`src/common/mram_spi_pkg.sv`:
```
/*
  Shared constants and types for the serial memory command front end:
  opcodes, status bit positions, address sizing and the write record.
  Assumes a single 25 MHz system clock samples every pin of the serial link.
*/
package mram_spi_pkg;

  // Opcodes
  localparam logic [7:0] OP_STATUS_WRITE = 8'h01;
  localparam logic [7:0] OP_MEM_WRITE = 8'h02;
  localparam logic [7:0] OP_MEM_READ = 8'h03;
  localparam logic [7:0] OP_DISARM = 8'h04;
  localparam logic [7:0] OP_STATUS_READ = 8'h05;
  localparam logic [7:0] OP_ARM = 8'h06;
  localparam logic [7:0] OP_SLEEP = 8'hB9;
  localparam logic [7:0] OP_WAKE = 8'hAB;

  // Status register layout
  localparam int STATUS_LOCK_POS = 7;
  localparam int GUARD_HI_POS = 3;
  localparam int GUARD_LO_POS = 2;
  localparam int ARM_POS = 1;
  localparam logic [7:0] STATUS_RESET = 8'h00;

  // Addressing: 24 bits arrive, only the low ones are decoded
  localparam int MEM_ADDR_BITS = 19;
  localparam logic [1:0] ADDR_LAST_BYTE = 2'h2;
  localparam logic [2:0] BIT_LAST = 3'h7;

  // Write buffer depth
  localparam int WR_FIFO_DEPTH = 32;

  typedef struct packed {
    logic [MEM_ADDR_BITS-1:0] addr;
    logic [7:0] data;
  } mem_write_t;

endpackage

```
`src/design/mram_spi_front.sv`:
```
/*
  Serial command front end of a byte-wide non-volatile memory, plus the
  buffer that carries accepted write bytes to the array.
  Assumes the array sits outside: writes drain from the buffer, reads have a
  fixed one-cycle latency. Pins are asynchronous to clock and are synchronised.
*/
`timescale 1ns/10ps

module mram_write_fifo #(
  parameter int WIDTH = 8,
  parameter int DEPTH = 32
) (
  // Clock and reset
  input wire logic clock,
  input wire logic resetn,
  // Fill side
  input wire logic in_valid,
  output logic in_ready,
  input wire logic [WIDTH-1:0] in_data,
  // Drain side
  output logic out_valid,
  input wire logic out_ready,
  output logic [WIDTH-1:0] out_data
);
  localparam int PW = $clog2(DEPTH);

  initial
  begin
    if (DEPTH < 2 || (1 << PW) != DEPTH)
      $error("fifo depth must be a power of two, at least 2");
  end

  logic [WIDTH-1:0] mem_q [DEPTH];
  logic [PW:0] wr_q, wr_d, rd_q, rd_d;
  logic push, pop;

  // Extra pointer bit tells full from empty
  assign in_ready = (wr_q[PW] == rd_q[PW]) || (wr_q[PW-1:0] != rd_q[PW-1:0]);
  assign out_valid = wr_q != rd_q;
  assign out_data = mem_q[rd_q[PW-1:0]];
  assign push = in_valid && in_ready;
  assign pop = out_valid && out_ready;

  always_comb
  begin
    wr_d = push ? wr_q + 1'b1 : wr_q;
    rd_d = pop ? rd_q + 1'b1 : rd_q;
  end

  always_ff @(posedge clock)
  begin
    if (!resetn)
    begin
      wr_q <= '0;
      rd_q <= '0;
    end
    else
    begin
      wr_q <= wr_d;
      rd_q <= rd_d;
    end
  end

  always_ff @(posedge clock)
  begin
    if (push)
      mem_q[wr_q[PW-1:0]] <= in_data;
  end
endmodule

module mram_spi_front
  import mram_spi_pkg::*;
#(
  parameter int FIFO_DEPTH = WR_FIFO_DEPTH
) (
  // Clock and reset
  input wire logic clock,
  input wire logic resetn,
  // Serial link pins
  input wire logic cs_n,
  input wire logic sck,
  input wire logic si,
  input wire logic hold_n,
  input wire logic wp_n,
  output logic so,
  output logic so_oe,
  // Array read port, data valid one cycle after the enable
  output logic mem_rd_en,
  output logic [MEM_ADDR_BITS-1:0] mem_rd_addr,
  input wire logic [7:0] mem_rd_data,
  // Array write port
  output logic mem_wr_valid,
  input wire logic mem_wr_ready,
  output mem_write_t mem_wr,
  // Status
  output logic [7:0] status,
  output logic mode3,
  output logic sleeping,
  output logic hw_protect,
  output logic wr_overrun
);
  typedef enum {S_IDLE, S_OPCODE, S_ADDR, S_RDATA, S_WDATA, S_SRREAD, S_SRWRITE, S_IGNORE} state_t;

  initial
  begin
    if (FIFO_DEPTH < 2)
      $error("write buffer too shallow");
  end

  // Upper region covered by the guard pair
  function automatic logic guarded(input logic [1:0] g, input logic [MEM_ADDR_BITS-1:0] a);
    logic r;
    case (g)
      2'b01: r = &a[MEM_ADDR_BITS-1 -: 2];
      2'b10: r = a[MEM_ADDR_BITS-1];
      2'b11: r = 1'b1;
      default: r = 1'b0;
    endcase
    return r;
  endfunction

  // Two-stage synchronisers; sck keeps a third stage for edge finding
  logic cs_s1, cs_s2, sck_s1, sck_s2, sck_s3, si_s1, si_s2;
  logic hold_s1, hold_s2, wp_s1, wp_s2;

  always_ff @(posedge clock)
  begin
    if (!resetn)
    begin
      {cs_s1, cs_s2, hold_s1, hold_s2, wp_s1, wp_s2} <= 6'h3F;
      {sck_s1, sck_s2, sck_s3, si_s1, si_s2} <= 5'h00;
    end
    else
    begin
      cs_s1 <= cs_n;
      cs_s2 <= cs_s1;
      sck_s1 <= sck;
      sck_s2 <= sck_s1;
      sck_s3 <= sck_s2;
      si_s1 <= si;
      si_s2 <= si_s1;
      hold_s1 <= hold_n;
      hold_s2 <= hold_s1;
      wp_s1 <= wp_n;
      wp_s2 <= wp_s1;
    end
  end

  state_t state_q, state_d;
  logic cs_active_q, cs_active_d;
  logic [2:0] bit_q, bit_d;
  logic [6:0] shift_q, shift_d;
  logic [1:0] abyte_q, abyte_d;
  logic is_read_q, is_read_d;
  logic [MEM_ADDR_BITS-1:0] addr_q, addr_d, addr_new;
  logic [7:0] tx_q, tx_d, status_q, status_d, byte_in;
  logic so_q, so_d, so_oe_q, so_oe_d, mode3_q, mode3_d, sleep_q, sleep_d;
  logic rd_en_q, rd_en_d, hw_q, hw_d, ovr_q, ovr_d;
  logic rd_dv_q, rd_dv_d;
  logic [MEM_ADDR_BITS-1:0] rd_addr_q, rd_addr_d;
  logic cs_fall, cs_rise, rise_e, fall_e, byte_done;
  logic push, push_ready;
  mem_write_t push_rec;

  // Hold freezes select and clock edges alike
  assign cs_fall = hold_s2 && !cs_s2 && !cs_active_q;
  assign cs_rise = hold_s2 && cs_s2 && cs_active_q;
  assign rise_e = hold_s2 && cs_active_q && sck_s2 && !sck_s3;
  assign fall_e = hold_s2 && cs_active_q && !sck_s2 && sck_s3;
  assign byte_in = {shift_q, si_s2};
  assign byte_done = rise_e && bit_q == BIT_LAST;
  assign addr_new = MEM_ADDR_BITS'({addr_q, byte_in});

  always_comb
  begin
    state_d = state_q;
    cs_active_d = cs_active_q;
    bit_d = bit_q;
    shift_d = shift_q;
    abyte_d = abyte_q;
    is_read_d = is_read_q;
    addr_d = addr_q;
    tx_d = tx_q;
    so_d = so_q;
    status_d = status_q;
    mode3_d = mode3_q;
    sleep_d = sleep_q;
    rd_en_d = 1'b0;
    rd_dv_d = rd_en_q;
    rd_addr_d = rd_addr_q;
    ovr_d = ovr_q;
    push = 1'b0;
    push_rec = '{addr: addr_q, data: byte_in};
    // Array answers one cycle after the strobe, so load from the delayed copy
    if (rd_dv_q)
      tx_d = mem_rd_data;
    if (rise_e)
    begin
      bit_d = bit_q + 3'h1;
      shift_d = byte_in[6:0];
    end
    if ((state_q == S_RDATA || state_q == S_SRREAD) && fall_e)
    begin
      so_d = tx_q[7];
      tx_d = {tx_q[6:0], 1'b0};
    end
    if (byte_done)
    begin
      case (state_q)
        S_OPCODE:
        begin
          state_d = S_IGNORE;
          if (sleep_q)
            sleep_d = byte_in != OP_WAKE;
          else
          begin
            case (byte_in)
              OP_ARM: status_d[ARM_POS] = 1'b1;
              OP_DISARM: status_d[ARM_POS] = 1'b0;
              OP_STATUS_READ:
              begin
                tx_d = status_q;
                state_d = S_SRREAD;
              end
              OP_STATUS_WRITE: state_d = S_SRWRITE;
              OP_MEM_READ, OP_MEM_WRITE:
              begin
                is_read_d = byte_in == OP_MEM_READ;
                abyte_d = 2'h0;
                state_d = S_ADDR;
              end
              OP_SLEEP: sleep_d = 1'b1;
              default: state_d = S_IGNORE;
            endcase
          end
        end
        S_ADDR:
        begin
          addr_d = addr_new;
          abyte_d = abyte_q + 2'h1;
          if (abyte_q == ADDR_LAST_BYTE)
          begin
            if (is_read_q)
            begin
              rd_en_d = 1'b1;
              rd_addr_d = addr_new;
              addr_d = addr_new + 1'b1;
              state_d = S_RDATA;
            end
            else
              state_d = S_WDATA;
          end
        end
        S_RDATA:
        begin
          rd_en_d = 1'b1;
          rd_addr_d = addr_q;
          addr_d = addr_q + 1'b1;
        end
        S_WDATA:
        begin
          // Protected or disarmed bytes vanish; the address still moves on
          if (status_q[ARM_POS] && !guarded(status_q[GUARD_HI_POS:GUARD_LO_POS], addr_q))
          begin
            push = push_ready;
            ovr_d = ovr_q || !push_ready;
          end
          addr_d = addr_q + 1'b1;
        end
        S_SRREAD: tx_d = status_q;
        S_SRWRITE:
        begin
          if (status_q[ARM_POS] && (!status_q[STATUS_LOCK_POS] || wp_s2))
            status_d = {byte_in[7:2], status_q[ARM_POS], byte_in[0]};
          state_d = S_IGNORE;
        end
        default: state_d = state_q;
      endcase
    end
    if (cs_fall)
    begin
      cs_active_d = 1'b1;
      mode3_d = sck_s2;
      bit_d = 3'h0;
      state_d = S_OPCODE;
    end
    else if (cs_rise)
    begin
      cs_active_d = 1'b0;
      state_d = S_IDLE;
    end
    so_oe_d = cs_active_d && hold_s2 && (state_d == S_RDATA || state_d == S_SRREAD);
    hw_d = status_d[STATUS_LOCK_POS] && !wp_s2;
  end

  always_ff @(posedge clock)
  begin
    if (!resetn)
    begin
      state_q <= S_IDLE;
      cs_active_q <= 1'b0;
      bit_q <= 3'h0;
      shift_q <= 7'h00;
      abyte_q <= 2'h0;
      is_read_q <= 1'b0;
      addr_q <= '0;
      tx_q <= 8'h00;
      so_q <= 1'b0;
      so_oe_q <= 1'b0;
      status_q <= STATUS_RESET;
      mode3_q <= 1'b0;
      sleep_q <= 1'b0;
      rd_en_q <= 1'b0;
      rd_dv_q <= 1'b0;
      rd_addr_q <= '0;
      hw_q <= 1'b0;
      ovr_q <= 1'b0;
    end
    else
    begin
      state_q <= state_d;
      cs_active_q <= cs_active_d;
      bit_q <= bit_d;
      shift_q <= shift_d;
      abyte_q <= abyte_d;
      is_read_q <= is_read_d;
      addr_q <= addr_d;
      tx_q <= tx_d;
      so_q <= so_d;
      so_oe_q <= so_oe_d;
      status_q <= status_d;
      mode3_q <= mode3_d;
      sleep_q <= sleep_d;
      rd_en_q <= rd_en_d;
      rd_dv_q <= rd_dv_d;
      rd_addr_q <= rd_addr_d;
      hw_q <= hw_d;
      ovr_q <= ovr_d;
    end
  end

  // Byte stream to the array; a full buffer drops the byte and flags it,
  // since the serial host cannot be stalled
  mram_write_fifo #(
    .WIDTH($bits(mem_write_t)),
    .DEPTH(FIFO_DEPTH)
  ) u_wr_fifo (
    .clock(clock),
    .resetn(resetn),
    .in_valid(push),
    .in_ready(push_ready),
    .in_data(push_rec),
    .out_valid(mem_wr_valid),
    .out_ready(mem_wr_ready),
    .out_data(mem_wr)
  );

  assign so = so_q;
  assign so_oe = so_oe_q;
  assign mem_rd_en = rd_en_q;
  assign mem_rd_addr = rd_addr_q;
  assign status = status_q;
  assign mode3 = mode3_q;
  assign sleeping = sleep_q;
  assign hw_protect = hw_q;
  assign wr_overrun = ovr_q;
endmodule

```
`config.mk`:
```
export PLATFORM = sky130hd
export DESIGN_NAME = mram_spi_front
export DESIGN_NICKNAME = d
export VERILOG_FILES = /design/src/common/mram_spi_pkg.sv /design/src/design/mram_spi_front.sv
export SDC_FILE = /design/constraint.sdc
export NUM_CORES = 1
export LEC_CHECK = 0
export BUFFER_PORTS_ARGS = -buffer_cell sky130_fd_sc_hd__buf_2
export CAP_MARGIN = 20
export CORE_ASPECT_RATIO = 0.9
export CORE_MARGIN = 4
export CORE_UTILIZATION = 30
export DETAILED_ROUTE_END_ITERATION = 8
export GPL_TIMING_DRIVEN = 0
export PLACE_DENSITY = 0.55
export SYNTH_ARGS = -nofsm -noshare
export SYNTH_HDL_FRONTEND = slang
export SYNTH_SLANG_ARGS = --single-unit
```
`constraint.sdc`:
```
create_clock -name clock -period 4.3 [get_ports clock]
set_clock_uncertainty 0.15 [all_clocks]
set_input_delay 0 -clock clock [delete_from_list [all_inputs] [get_ports clock]]
set_output_delay 0 -clock clock [all_outputs]
set_load 0.02 [all_outputs]
```
Word level (Yosys, flattened, before mapping)
Memories as Yosys holds them, arrays and structs flattened. A register that Yosys moved wholly into a read port is not among the register bits.
Cells that the tools add are included.
Widths: inputs -> output; s select.
Storage, ports and cells
  memories: 1
  word-level logic and storage cells: 168
  input bits: 16
  RAM bits: 864
  output and inout port bits: 62
  bits in registers: 131
Cells by class
  mux-type cells: 47
  bitwise gates (word level): 3
  reduce and logical (&&, ||, !) cells: 48
  eq/ne operators: 30
  add/sub/neg operators: 6
Memory list
  u_wr_fifo.mem_q: depth 32, width 27, rd ports 1, clocked after memory_dff 1, wr ports 1, line mram_spi_front.sv:33  | logic [WIDTH-1:0] mem_q [DEPTH];
Operator list (number)
  $eq 32x3->1 const B: 5
  $mux 32: 4
  $pmux 32 s3: 1
  $mux 19: 4
  $pmux 19 s2: 2
  $eq 32x2->1 const B: 2
  $eq 32x4->1 const B: 2
  $mux 8: 7
  $add 19x1->19 const B: 2
  $eq 32x1->1 const B: 1
  $eq 8x3->1 const B: 3
  $logic_and 1x1->1: 18
  $eq 8x2->1 const B: 2
  $pmux 8 s2: 1
  $mux 1: 15
  $add 6x1->6 const B: 2
  $reduce_and 4->1: 3
  $mux 5: 2
  $pmux 3 s3: 1
  $eq 8x1->1 const B: 1
  $eq 8x8->1 const B: 1
  $logic_not 1->1: 8
  $ne 8x8->1 const B: 1
  $reduce_and 2->1: 4
  22 further kinds: 42

Logic depth before layout (Yosys ltp)
Gate-level depths: netlist of the first run.
  depth after elaboration: 13
  depth in mapped cells: 9

Modules after synthesis
A second synthesis of the first run with hierarchy kept.
Second synthesis, totals
  cells, all modules: 2627
  area total of the unflattened synthesis: 40040.9 µm²
By module, submodules not included
  mram_write_fifo: seq. area each 26285.2 µm², area each 34379.2 µm², instances 1, cells each 1974
  mram_spi_front: seq. area each 2382.3 µm², area each 5661.7 µm², instances 1, cells each 653

Least setup slack after synthesis of the first run
Ideal clock, no wire load.
  kind: register to register
  start: register state_q[4]
  end: memory u_wr_fifo.mem_q[29][0] in the netlist's numbering, enable pin
  cell stages (with the launch flop): 8
  slack: 577 ps
  clock period less this slack: 3723 ps
  path buffers: 1
  setup time: 411 ps
  arrival time: 3162 ps
  required time: 3739 ps
  path through: dfxtp_1 or4_4 or4b_1 nor2_2 and2_1 buf_2 nand2_1 nor2_1
On the way
  longest elaborated chain between the ends: 6
Ends and longest elaborated chain
  from (decl): line mram_spi_front.sv:149  | state_t state_q, state_d;
  from (signal assigned): line mram_spi_front.sv:321  | state_q <= state_d;
  $eq 32x3->1: line mram_spi_front.sv:209  | case (state_q)
  $mux 1: line mram_spi_front.sv:209
  $mux 1: line mram_spi_front.sv:207  | if (byte_done)
  $logic_and 1x1->1: line mram_spi_front.sv:41  | assign push = in_valid && in_ready;
  $mux 1: line mram_spi_front.sv:66  | if (push)
  $mux 1 (not written as such): line mram_spi_front.sv:67  | mem_q[wr_q[PW-1:0]] <= in_data;
  to (decl): line mram_spi_front.sv:33
Every way passes these cells.

==> impl_summary.txt, run 1 <==
----------------------------------------------------
[Layout]
  Area growth from synthesis to final layout ... 19.2%
  Number of antenna diodes ... 0
  Number of fillers in the final layout ... 11900
  Total area of sequential cells ... 28700 µm²
  Final instance area ... 46700 µm²
  Multi-input combinational cell area ... 10200 µm²
  Post-Layout Cell Count ... 4078
  Proportion of layout cells with a drive suffix above 1 ... 28.5%
  Number of nets in the final layout ... 2316

[Die]
  Placeable Area ... 129000 µm²
  Number of I/O pins ... 78
  Initial Utilization ... 30.3%
  Standard-cell rows ... 125
  Vert. Die Dim ... 351 µm
  Die Span X ... 389 µm
  DIE AREA ... 137000 µm²

[Synthesis]
  Dominant cell by count in the synthesized netlist ... edfxtp_1
  Post-Syn Area ... 39200 µm²
  Count of synthesis-stage warnings from yosys ... 0
  Post-Synthesis Mean Instance Area ... 19.3 µm²
  Async S/R FF share, synth ... 0%
  Number of storage elements in the synthesis netlist ... 1000
  Number of flops mapped to enable cells by yosys ... 864
  Number of nets in the synthesized netlist ... 2058
  Synth cell types ... 66
  Leading cell types by count after synthesis ... edfxtp_1, mux4_2, dfxtp_1, nor2_1, clkbuf_1
  Cell types with the largest area share after synthesis ... edfxtp_1, mux4_2, dfxtp_1, nor2_1, mux2i_1
  Fraction of the yosys area taken by sequential cells ... 73.1%
  Area share of the largest cell type after synthesis ... 66.2%
  Gate count after technology mapping ... 2029
  Most used DFF post-synth ... edfxtp_1
  Cell taking the most area after synthesis ... edfxtp_1

[Timing]
  Post-layout minimum cycle time ... 4170 ps
  Final sum of negative setup slack ... 0 ps
  Relative slew margins ... 23.5%
  Unrepaired setup endpoints after global routing ... no
  FMAX ... 240 MHz
  Share of the cycle needed by the critical path after routing ... 96.9%
  Fin. max-slew vios ... 0
  Worst-Margin Slew ... 1150 ps
  Count of endpoints failing hold in the final timing report ... 0
  Count of endpoints failing setup in the final report ... 0

[Clock tree]
  CTS Buf Count ... 94
  Clock insertion delay at the later pin of the skew report ... 680 ps
  Max Buffers Root-to-Sink ... 3
  H-tree level count ... 3
  Clk Tree Root Cell ... clkbuf_16
  Reg clk slew, reported paths ... 70 ps
  Number of sinks handled by clock tree synthesis ... 1000
  CTS tree ... built

[Route]
  Number of design rule violations left after detail routing ... 0
  Total wire length ... 103000 µm
  Number of antenna-violating nets in the routed design ... 0
  Number of vias after detailed routing ... 21000
  DR pass1 iterations ... 5
  Routed via count divided by cell count ... 5.14
  Detailed router's first-iteration violation count ... 2107
  Average routed wire per standard cell ... 25.2 µm

[Global route]
  Sum of overflow across all layers after global routing ... 0
  Met3 Use GR ... 3.05%
  Most Crowded Layer GR ... met2
  Via count of the first global-routing pass ... 21200
  Global routing met2 resource utilization ... 23.3%
  First-pass GRT wire length ... 149000 µm
  GR met1 Demand/Resource ... 21.4%
  Tot GR Track Use ... 15.0%
  Initial antenna violation count ... 5
  Largest net degree at the start of global routing ... 40

[Critical path]
  Maximum net fanout on the critical path ... 10
  Crit-path most repeated cell ... buf_2
  Maximum single-stage delay on the critical path ... 570 ps
  CP Capture Type ... output port
  Startpoint type of the worst setup path ... register
  Critical path type ... register to output port
  Required time of the critical path ... 4150 ps
  Endpoint arrival time on the critical path ... 4020 ps
  Crit path max-delay cell type ... clkdlybuf4s15_2
  Cell chain of the critical path ... buf_2, buf_2, clkdlybuf4s15_2, mux4_2, mux4_2, mux2_2, buf_2
  Gate family responsible for the most delay along the worst path ... buffers and inverters
  Worst path bufs/invs ... 4

[Pwr]
  Leakage ... 0.0143 µW
  PD cells ... 406 nW/µm²
  Largest voltage drop on the vdd net ... 0.321 mV

[Placement]
  Port Buf Inserts ... 77
  Total cell area at the placement stage ... 43200 µm²
  Detailed Place HPWL ... 68600 µm
  Dpl cells ... 3878
  Weighted congestion at the end of routability-driven global placement ... 0.874

[Run status]
  Outcome ... complete, no violations

[Min path]
  Worst min path class ... input pin to register

[Run]
  Count of maximum capacitance violations ... 0

----------------------------------------------------
## worst paths after layout
check / to / slack, ps / depth (start not counted) / startpoint
setup / recovery: mem_wr[21] / 130 / 7 / register
hold / removal: tx_q[0] / 110 / 6 / mem_rd_data[0]
setup reg to reg: u_wr_fifo.mem_q[17][10] / 350 / 8 / state_q[26]
hold reg to reg: wp_s2 / 260 / 1 / wp_s1
## worst register-to-register path: cells and delay by family, from the launching register on
family	cells	cell delay, ps
buffers and inverters	2	430
and+or+nand+nor	5	2150
AOI/OAI and AO/OA	1	590
DFF	1	310
## kinds of logic after synthesis
family / count (synthesis) / share of synthesized area, %
muxes: 336 / 17.3
adders and majority gates: 13 / 0.415
and+or+nand+nor: 367 / 4.76
AOI/OAI and AO/OA: 144 / 2.29
DFF: 1000 / 73.1
xor gates and xnor gates: 33 / 0.737
buffers and inverters: 136 / 1.37
## layer usage
layer | vias to the layer above | share of wire [%]
met5 | - | 0.013
met4 | 2 | 2.4
met3 | 158 | 8.1
met2 | 910 | 46
met1 | 11100 | 44
li1 | 8776 | -
## layout make-up
class | count | area share, %
plain buffers | 123 | 1.14
well taps | 1714 | 4.59
clock buffers | 116 | 5.39
inverters | 12 | 0.0964
clock inverters | 57 | 1.33
flip-flops and latches | 1000 | 61.4
repair buffers | 163 | 4.16
multi-input cells | 893 | 21.9
## flip-flops by register name (all words and copies together), names as in the netlist, 2 cells and up, named ones only
signal           flops
u_wr_fifo.mem_q    864
mem_rd_addr         19
state_q             32
bit_q                3
addr_q              19
status               8
u_wr_fifo.wr_q       6
shift_q              7
u_wr_fifo.rd_q       6
abyte_q              2
tx_q                 8
## cells in the final DEF (no fill, tap or decap), types with 19 or more instances in the layout
master / count
xor2_1: 20
o21ai_0: 26
mux2i_1: 38
nor2_4: 32
nor2_1: 81
nand3_1: 29
a211oi_1: 19
buf_12: 34
clkbuf_1: 97
and2_1: 39
nor3_1: 22
mux2_2: 28
dfxtp_1: 130
a21oi_1: 53
clkinv_2: 20
clkbuf_16: 96
buf_2: 94
nand2_1: 74
mux4_2: 270
edfxtp_1: 864
dlygate4sd3_1: 21
## stage by stage
| step | utilization (%) | setup slack (ps) | power, µW | hold slack, ps |
|---|---|---|---|---|
| 6_report | 36.1 | 132 | 18900 | 114 |
| 5_1_grt | 36.1 | 1.54 | 19600 | 142 |
| 4_1_cts | 36.0 | 74.3 | 19100 | 71.0 |
| 3_5_place_dp | 33.4 | 160 | 10700 | 40.7 |
| 3_3_place_gp | 32.3 | -1290 | 10700 | 31.8 |
| 2_1_floorplan | - | 577 | 10600 | -48.5 |
## timing repair
item,CTS,global route
gates resized for setup,20,4
endpoints found under the setup margin,27,6
hold endpoints to repair,33,0
buffers inserted,0,1
hold buffers,21,0
pin swaps,0,1
## report_power, final
group          internal [µW]  switching, µW  total [µW]
Clock                   4840           3620        8460
Sequential             10400           9.90       10400
Combinational           33.1           52.9        86.1
Total                  15300           3680       18900
Note: power is estimated with default switching activity, not from simulation.
==> inputs of run 2 (changes only) <==
--- a/config.mk
+++ b/config.mk
@@ -5,6 +5,7 @@
 export SDC_FILE = /design/constraint.sdc
 export NUM_CORES = 1
 export LEC_CHECK = 0
+export ABC_AREA = 1
 export BUFFER_PORTS_ARGS = -buffer_cell sky130_fd_sc_hd__buf_2
 export CAP_MARGIN = 20
 export CORE_ASPECT_RATIO = 0.9
@@ -13,6 +14,7 @@
 export DETAILED_ROUTE_END_ITERATION = 8
 export GPL_TIMING_DRIVEN = 0
 export PLACE_DENSITY = 0.55
+export REMOVE_ABC_BUFFERS = 1
 export SYNTH_ARGS = -nofsm -noshare
 export SYNTH_HDL_FRONTEND = slang
 export SYNTH_SLANG_ARGS = --single-unit
==> run 2 against run 1 <==
Against the previous run:
- sequential cell count is the same
- utilization shrank 0.48 points
- first-iteration DRC count grew 25%
- critical path depth grew 3
- largest power group unchanged
==> impl_summary.txt, run 2 <==
----------------------------------------------------
[Route]
  Metal-1 WL ... 50800 µm (+13%)
  Routed via count divided by cell count ... 5.21 (+1.3%)
  Number of design rule violations left after detail routing ... 0 (unchanged)
  Total wire length ... 115000 µm (+12%)
  Average routed wire per standard cell ... 21.9 µm (-13%)
  Topmost layer with routed signal wires ... met4
  Number of vias after detailed routing ... 27400 (+31%)
  Met2 wire len ... 52800 µm (+12%)
  Detailed router's first-iteration violation count ... 2635 (+25%)
  DR pass1 iterations ... 5 (unchanged)
  Routed met3 length ... 8480 µm (+1.4%)
  Number of antenna-violating nets in the routed design ... 0 (unchanged)

[Synthesis]
  Cell taking the most area after synthesis ... edfxtp_1
  Post-Syn Area ... 40400 µm² (+3.0%)
  Dominant cell by count in the synthesized netlist ... edfxtp_1
  Synth cell types ... 48 (-27%)
  Gate count after technology mapping ... 3373 (+66%)
  Number of flops mapped to enable cells by yosys ... 864 (unchanged)
  Most used DFF post-synth ... edfxtp_1
  Count of synthesis-stage warnings from yosys ... 0 (unchanged)
  Area share of the largest cell type after synthesis ... 64.2% (-2.0 points)
  Cell types with the largest area share after synthesis ... edfxtp_1, o21ai_0, dfxtp_1, nor2_1, o221ai_1
  Number of storage elements in the synthesis netlist ... 1000 (unchanged)
  Fraction of the yosys area taken by sequential cells ... 71.0% (-2.2 points)
  Async S/R FF share, synth ... 0% (unchanged)
  Leading cell types by count after synthesis ... edfxtp_1, nor2_1, o21ai_0, nand2_1, clkbuf_1
  Post-Synthesis Mean Instance Area ... 12.0 µm² (-38%)

[Pwr]
  Design Power ... 20200 µW (+6.4%)
  Largest voltage drop on the vdd net ... 0.336 mV (+4.6%)
  Leakage ... 0.0144 µW (+0.50%)
  PD cells ... 424 nW/µm² (+4.5%)

[Critical path]
  Gate family responsible for the most delay along the worst path ... buffers and inverters
  Maximum net fanout on the critical path ... 124 (+114)
  Worst path bufs/invs ... 4 (unchanged)
  Startpoint type of the worst setup path ... register
  Maximum single-stage delay on the critical path ... 590 ps (+20 ps)
  Required time of the critical path ... 4150 ps (about the same)
  Crit path max-delay cell type ... a32oi_1
  Cell chain of the critical path ... buf_16, clkinv_8, buf_16, o21ai_0, o22ai_1, nor2_1, nor2_1, o21ai_0, a32oi_1, buf_2
  CP Capture Type ... output port
  Critical path type ... register to output port
  Endpoint arrival time on the critical path ... 3930 ps (-90 ps)

[Timing]
  Unrepaired setup endpoints after global routing ... no
  Fin. max-slew vios ... 0 (unchanged)
  Hold slack final ... 57.0 ps (-57.4 ps)
  Post-layout minimum cycle time ... 4080 ps (-89.1 ps)
  FMAX ... 245 MHz (+2.2%)
  Count of endpoints failing hold in the final timing report ... 0 (unchanged)
  Count of endpoints failing setup in the final report ... 0 (unchanged)
  Relative slew margins ... 24.8% (+1.3 points)
  Worst-Margin Slew ... 1120 ps (-26.3 ps)
  Share of the cycle needed by the critical path after routing ... 94.8% (-2.1 points)

[Min path]
  Worst min path class ... input pin to register

[Die]
  DIE AREA ... 141000 µm² (+3.0%)
  Number of I/O pins ... 78 (unchanged)
  Vert. Die Dim ... 356 µm (+1.5%)
  Initial Utilization ... 30.3% (-0.044 points)
  Standard-cell rows ... 127 (+1.6%)
  Die Span X ... 395 µm (+1.5%)
  Placeable Area ... 133000 µm² (+3.2%)

[Run status]
  Outcome ... complete, no violations

[Global route]
  Via count of the first global-routing pass ... 25900 (+22%)
  Sum of overflow across all layers after global routing ... 0 (unchanged)
  Tot GR Track Use ... 15.9% (+0.95 points)
  Initial antenna violation count ... 1 (-4)
  Largest net degree at the start of global routing ... 125 (+210%)
  First-pass GRT wire length ... 170000 µm (+14%)

[Placement]
  Total cell area at the placement stage ... 44200 µm² (+2.3%)
  Detailed Place HPWL ... 67900 µm (-1.0%)
  Weighted congestion at the end of routability-driven global placement ... 0.780 (-11%)
  Port Buf Inserts ... 77 (unchanged)

[Clock tree]
  Clock insertion delay at the later pin of the skew report ... 690 ps (about the same)
  Clk Tree Root Cell ... clkbuf_16
  H-tree level count ... 3 (unchanged)
  Number of sinks handled by clock tree synthesis ... 1000 (unchanged)
  Max Buffers Root-to-Sink ... 3 (unchanged)
  Post-CTS Setup Repair Bufs ... 0 (unchanged)
  CTS tree ... built
  Reg clk slew, reported paths ... 60 ps (about the same)
  CTS Buf Count ... 98 (+4.3%)

[Layout]
  Commonest cells after routing, fill and taps aside ... edfxtp_1, nor2_1, o21ai_0
  Proportion of layout cells with a drive suffix above 1 ... 11.3% (-17 points)
  Final standard cell utilization of the core ... 35.6% (-0.48 points)
  Flip-flop count of the largest register, all copies and words added ... 864 (unchanged)
  Number of nets in the final layout ... 3467 (+50%)
  Area growth from synthesis to final layout ... 17.7%
  Final instance area ... 47600 µm² (+1.8%)
  Most frequent standard cell in the layout excluding fill and tap cells ... edfxtp_1

[Run]
  Count of maximum capacitance violations ... 0 (unchanged)

----------------------------------------------------
[run 2: cell types whose count changed after synthesis, sizes merged, moves of 122 or more]
cell,delta
o21ai,+549
nor2,+543
mux4,-270
o221ai,+164
nand2,+141
inv,+122
[run 2: logic make-up (layout without fill, tap and decap cells)]
| family | count (synthesis) | in the layout | synth area share [%] |
|---|---|---|---|
| XOR/XNOR | 32 | 32 | 0.694 |
| AND/OR/NAND/NOR | 1058 | 1058 | 10.9 |
| AO/OA/AOI/OAI | 915 | 915 | 13.5 |
| adder cells (fa/ha/maj) | 13 | 13 | 0.403 |
| multiplexers | 1 | 1 | 0.0279 |
| other | 0 | 1 | 0 |
| flip-flops | 1000 | 1000 | 71.0 |
| buffers and inverters | 354 | 497 | 3.44 |
[run 2: cell type report]
type / instances / area, µm²
Antenna cell: 1 / 2.50
Clock inverter: 60 / 531
Multi-Input combinational cell: 2019 / 10600
Timing Repair Buffer: 183 / 2450
Fill cell: 12900 / 85900
Clock buffer: 118 / 2590
Sequential cell: 1000 / 28700
Inverter: 136 / 543
Tap cell: 1741 / 2180
[run 2: power by group]
group | internal [µW] | switching, µW | total (µW)
registers | 10400 | 45.4 | 10400
logic | 378 | 898 | 1280
clock network | 4680 | 3750 | 8430
[run 2: timing repair]
item | in CTS | in global routing
setup endpoints to repair | 15 | 2
endpoints found under the hold margin | 66 | 0
hold buffers | 22 | 0
gates resized for setup | 1 | 2
[run 2: final timing paths]
| kind | to | startpoint | slack, ps | depth (start not counted) |
|---|---|---|---|---|
| worst max-delay path | mem_wr[17] | register | 220 | 10 |
| worst min-delay path | mem_rd_addr[6] | resetn | 60 | 4 |
| worst max register to register | u_wr_fifo.mem_q[19][20] | hold_s2 | 350 | 11 |
| worst min register to register | hold_s2 | hold_s1 | 260 | 1 |
[run 2: through the flow]
step / instances / setup TNS [ps] / worst slack [ps]
6_report: 5258 / 0 / 222
5_1_grt: 5257 / 0 / 66.5
4_1_cts: 5256 / 0 / 106
3_5_place_dp: 5056 / 0 / 302
3_3_place_gp: 4973 / -2461310 / -30460
2_1_floorplan: 3155 / -291020 / -10810
[run 2: worst reg2reg max path, delay by kind of cell (launching register included)]
family                 cells  cell delay (ps)
AOI/OAI and AO/OA          1              380
buffers and inverters      3              570
DFF                        1              380
and+or+nand+nor            7             2190
[run 2: per-layer routing]
metal | global-route usage [%] | vias to the layer above
li1 | - | 12600
met1 | 22.4 | 13600
met2 | 25.3 | 1037
met3 | 2.70 | 185
met4 | 4.64 | 0
met5 | 0 | -
==> inputs of run 3 (changes only) <==
--- a/config.mk
+++ b/config.mk
@@ -14,7 +14,6 @@
 export DETAILED_ROUTE_END_ITERATION = 8
 export GPL_TIMING_DRIVEN = 0
 export PLACE_DENSITY = 0.55
-export REMOVE_ABC_BUFFERS = 1
 export SYNTH_ARGS = -nofsm -noshare
 export SYNTH_HDL_FRONTEND = slang
 export SYNTH_SLANG_ARGS = --single-unit
==> constraint.sdc (replaced) <==
create_clock -name clock -period 3.9 [get_ports clock]
set_clock_uncertainty 0.15 [all_clocks]
set_input_delay 0 -clock clock [delete_from_list [all_inputs] [get_ports clock]]
set_output_delay 0 -clock clock [all_outputs]
set_load 0.02 [all_outputs]
==> run 3 against run 2 <==
Against the previous run:
- largest power group unchanged
- utilization increased by 0.63 points
- clock power increased by 15%
- largest cell class unchanged
- first-iteration DRC count increased by 41%
- non-clock buffer count increased by 195
- register-to-register slack got worse by 220 ps
- critical endpoint is now mem_wr[9]
- count of clock-buffer cells in the layout increased by 12
- cell area increased by 1.8%
==> impl_summary.txt, run 3 (synthesis gave the netlist of run 2 again) <==
----------------------------------------------------
[Run status]
  Outcome ... complete, no violations

[Die]
  Placeable Area ... 133000 µm² (unchanged)
  Initial Utilization ... 30.3% (unchanged)
  Die Span X ... 395 µm (unchanged)
  DIE AREA ... 141000 µm² (unchanged)
  Number of I/O pins ... 78 (unchanged)
  Standard-cell rows ... 127 (unchanged)
  Vert. Die Dim ... 356 µm (unchanged)

[Route]
  Number of antenna-violating nets in the routed design ... 0 (unchanged)
  DR pass1 iterations ... 5 (unchanged)
  Total wire length ... 141000 µm (+23%)
  Routed via count divided by cell count ... 5.46 (+4.8%)
  Number of design rule violations left after detail routing ... 0 (unchanged)
  Detailed router's first-iteration violation count ... 3716 (+41%)
  Number of vias after detailed routing ... 29800 (+8.8%)
  Average routed wire per standard cell ... 25.8 µm (+18%)

[Layout]
  Number of fillers in the final layout ... 13000 (+0.55%)
  Commonest cells after routing, fill and taps aside ... edfxtp_1, nor2_1, o21ai_0
  Final instance area ... 48400 µm² (+1.8%)
  Area growth from synthesis to final layout ... 19.8%
  Most frequent standard cell in the layout excluding fill and tap cells ... edfxtp_1
  Flip-flop count of the largest register, all copies and words added ... 864 (unchanged)
  Proportion of layout cells with a drive suffix above 1 ... 14.2% (+2.9 points)
  Number of nets in the final layout ... 3666 (+5.7%)

[Critical path]
  Cell chain of the critical path ... buf_2, clkinv_2, clkbuf_2, clkbuf_1, o21ai_0, o22ai_1, o21ai_1, a32oi_2, buf_2
  CP Capture Type ... output port
  Maximum single-stage delay on the critical path ... 610 ps (+20 ps)
  Worst path bufs/invs ... 5 (+1)
  Endpoint arrival time on the critical path ... 3740 ps (-190 ps)
  Maximum net fanout on the critical path ... 10 (-92%)
  Crit-path most repeated cell ... buf_2
  Gate family responsible for the most delay along the worst path ... buffers and inverters
  Required time of the critical path ... 3750 ps (-400 ps)
  Crit path max-delay cell type ... o21ai_1
  Startpoint type of the worst setup path ... register
  Critical path type ... register to output port

[Clock tree]
  Max Buffers Root-to-Sink ... 3 (unchanged)
  Clock insertion delay at the later pin of the skew report ... 700 ps (about the same)
  Clk Tree Root Cell ... clkbuf_16
  CTS tree ... built
  Reg clk slew, reported paths ... 60 ps (about the same)
  H-tree level count ... 3 (unchanged)
  Number of sinks handled by clock tree synthesis ... 1000 (unchanged)
  CTS Buf Count ... 102 (+4.1%)

[Pwr]
  Switching pwr ... 5700 µW (+21%)
  Proportion of total power due to net switching ... 24.7% (+1.4 points)
  Largest voltage drop on the vdd net ... 0.359 mV (+7.0%)
  Share of total power in sequential cells ... 49.8% (-2.0 points)
  Leakage ... 0.0148 µW (+2.9%)
  Logic gate share of total power ... 8.1% (+1.8 points)
  Int Pwr ... 17300 µW (+12%)
  PD cells ... 476 nW/µm² (+12%)
  Clock Power Share ... 42.1% (+0.3 points)

[Min path]
  Worst min path class ... input pin to register

[Timing]
  Post-layout minimum cycle time ... 3890 ps
  Final setup margin ... 5.19 ps (-216 ps)
  Count of endpoints failing hold in the final timing report ... 0 (unchanged)
  Share of the cycle needed by the critical path after routing ... 99.9%
  Worst-Margin Slew ... 1160 ps (+41.1 ps)
  FMAX ... 257 MHz
  Unrepaired setup endpoints after global routing ... yes
  Hold slack final ... 112 ps (+55.4 ps)
  Relative slew margins ... 22.5% (-2.3 points)
  Count of endpoints failing setup in the final report ... 0 (unchanged)
  Fin. max-slew vios ... 0 (unchanged)

[Synthesis]
  Number of nets in the synthesized netlist ... 3402

[Run]
  Count of maximum capacitance violations ... 0 (unchanged)

[Global route]
  Largest net degree at the start of global routing ... 41 (-67%)
  Tot GR Track Use ... 19.5% (+3.5 points)
  Initial antenna violation count ... 8 (+7)
  Via count of the first global-routing pass ... 28200 (+8.7%)
  First-pass GRT wire length ... 200000 µm (+18%)
  Sum of overflow across all layers after global routing ... 0 (unchanged)

[Placement]
  Total cell area at the placement stage ... 44400 µm² (+0.52%)
  Port Buf Inserts ... 76 (-1.3%)
  Detailed Place HPWL ... 96300 µm (+42%)
  Pre-CTS WS ... -64.2 ps (-366 ps)
  Weighted congestion at the end of routability-driven global placement ... 0.898 (+15%)

----------------------------------------------------
[run 3: changes by cell type in the layout (fill, tap and decap cells not counted), moves of 11 or more]
cell / before / now
a32oi_2: 1 / 14
clkbuf_2: 0 / 54
buf_16: 35 / 12
a32oi_1: 23 / 4
dfxtp_2: 6 / 23
dfxtp_1: 127 / 113
clkbuf_1: 16 / 130
buf_2: 78 / 103
buf_4: 1 / 12
[run 3: power groups by stage]
stage	logic (µW)	clock network [µW]	registers [µW]
2_1_floorplan	949	0	11700
3_3_place_gp	1710	0	11700
3_5_place_dp	1730	0	11700
4_1_cts	1820	9810	11500
5_1_grt	1980	10300	11500
6_report	1860	9710	11500
[run 3: final cells by class]
cell class / instances / area (µm²) / area share, %
Buffer: 217 / 990 / 2.05
Clock buffer: 130 / 2760 / 5.69
Clock inverter: 56 / 531 / 1.10
Antenna cell: 1 / 2.50 / 0.00517
Inverter: 136 / 512 / 1.06
Sequential cell: 1000 / 28700 / 59.3
Tap cell: 1741 / 2180 / 4.50
Multi-Input combinational cell: 2019 / 10900 / 22.5
Timing Repair Buffer: 161 / 1820 / 3.76
[run 3: routing by layer]
metal	vias to the layer above	global-route usage (%)	part of all wire, %
li1	12900	-	-
met1	14900	27.1	41
met3	273	4.55	11
met5	-	0	0.0085
met2	1647	29.7	44
met4	2	6.90	3.8
[run 3: tightest hold or removal path, stage by stage]
cell,delay [ps]
dlygate4sd3_1,520
buf_2,130
nand2_2,120
nand2_1,80
a21oi_1,50
[run 3: path summary, 6_finish.rpt]
kind | startpoint | endpoint | slack [ps] | cells after the start
max | register | mem_wr[9] | 5 | 9
min | mem_wr_ready | u_wr_fifo.rd_q[5] | 110 | 5
max reg2reg | addr_q[18] | u_wr_fifo.mem_q[19][4] | 130 | 9
min reg2reg | si_s1 | si_s2 | 260 | 2
[run 3: what timing repair did]
action | CTS | global route
hold endpoints to repair | 77 | 0
pin swaps | 7 | 4
gates resized for setup | 89 | 67
setup buffers | 0 | 0
hold buffers | 25 | 0
endpoints found under the setup margin | 27 | 26
[run 3: through the flow]
step	instances	power [µW]	util, %	TNS [ps]
2_1_floorplan	3373	12700	-	-8980
3_3_place_gp	5190	13400	32.2	-1710740
3_5_place_dp	5250	13400	33.3	-125
4_1_cts	5460	23100	36.2	0
5_1_grt	5460	23700	36.3	-95.5
6_report	5461	23000	36.3	0
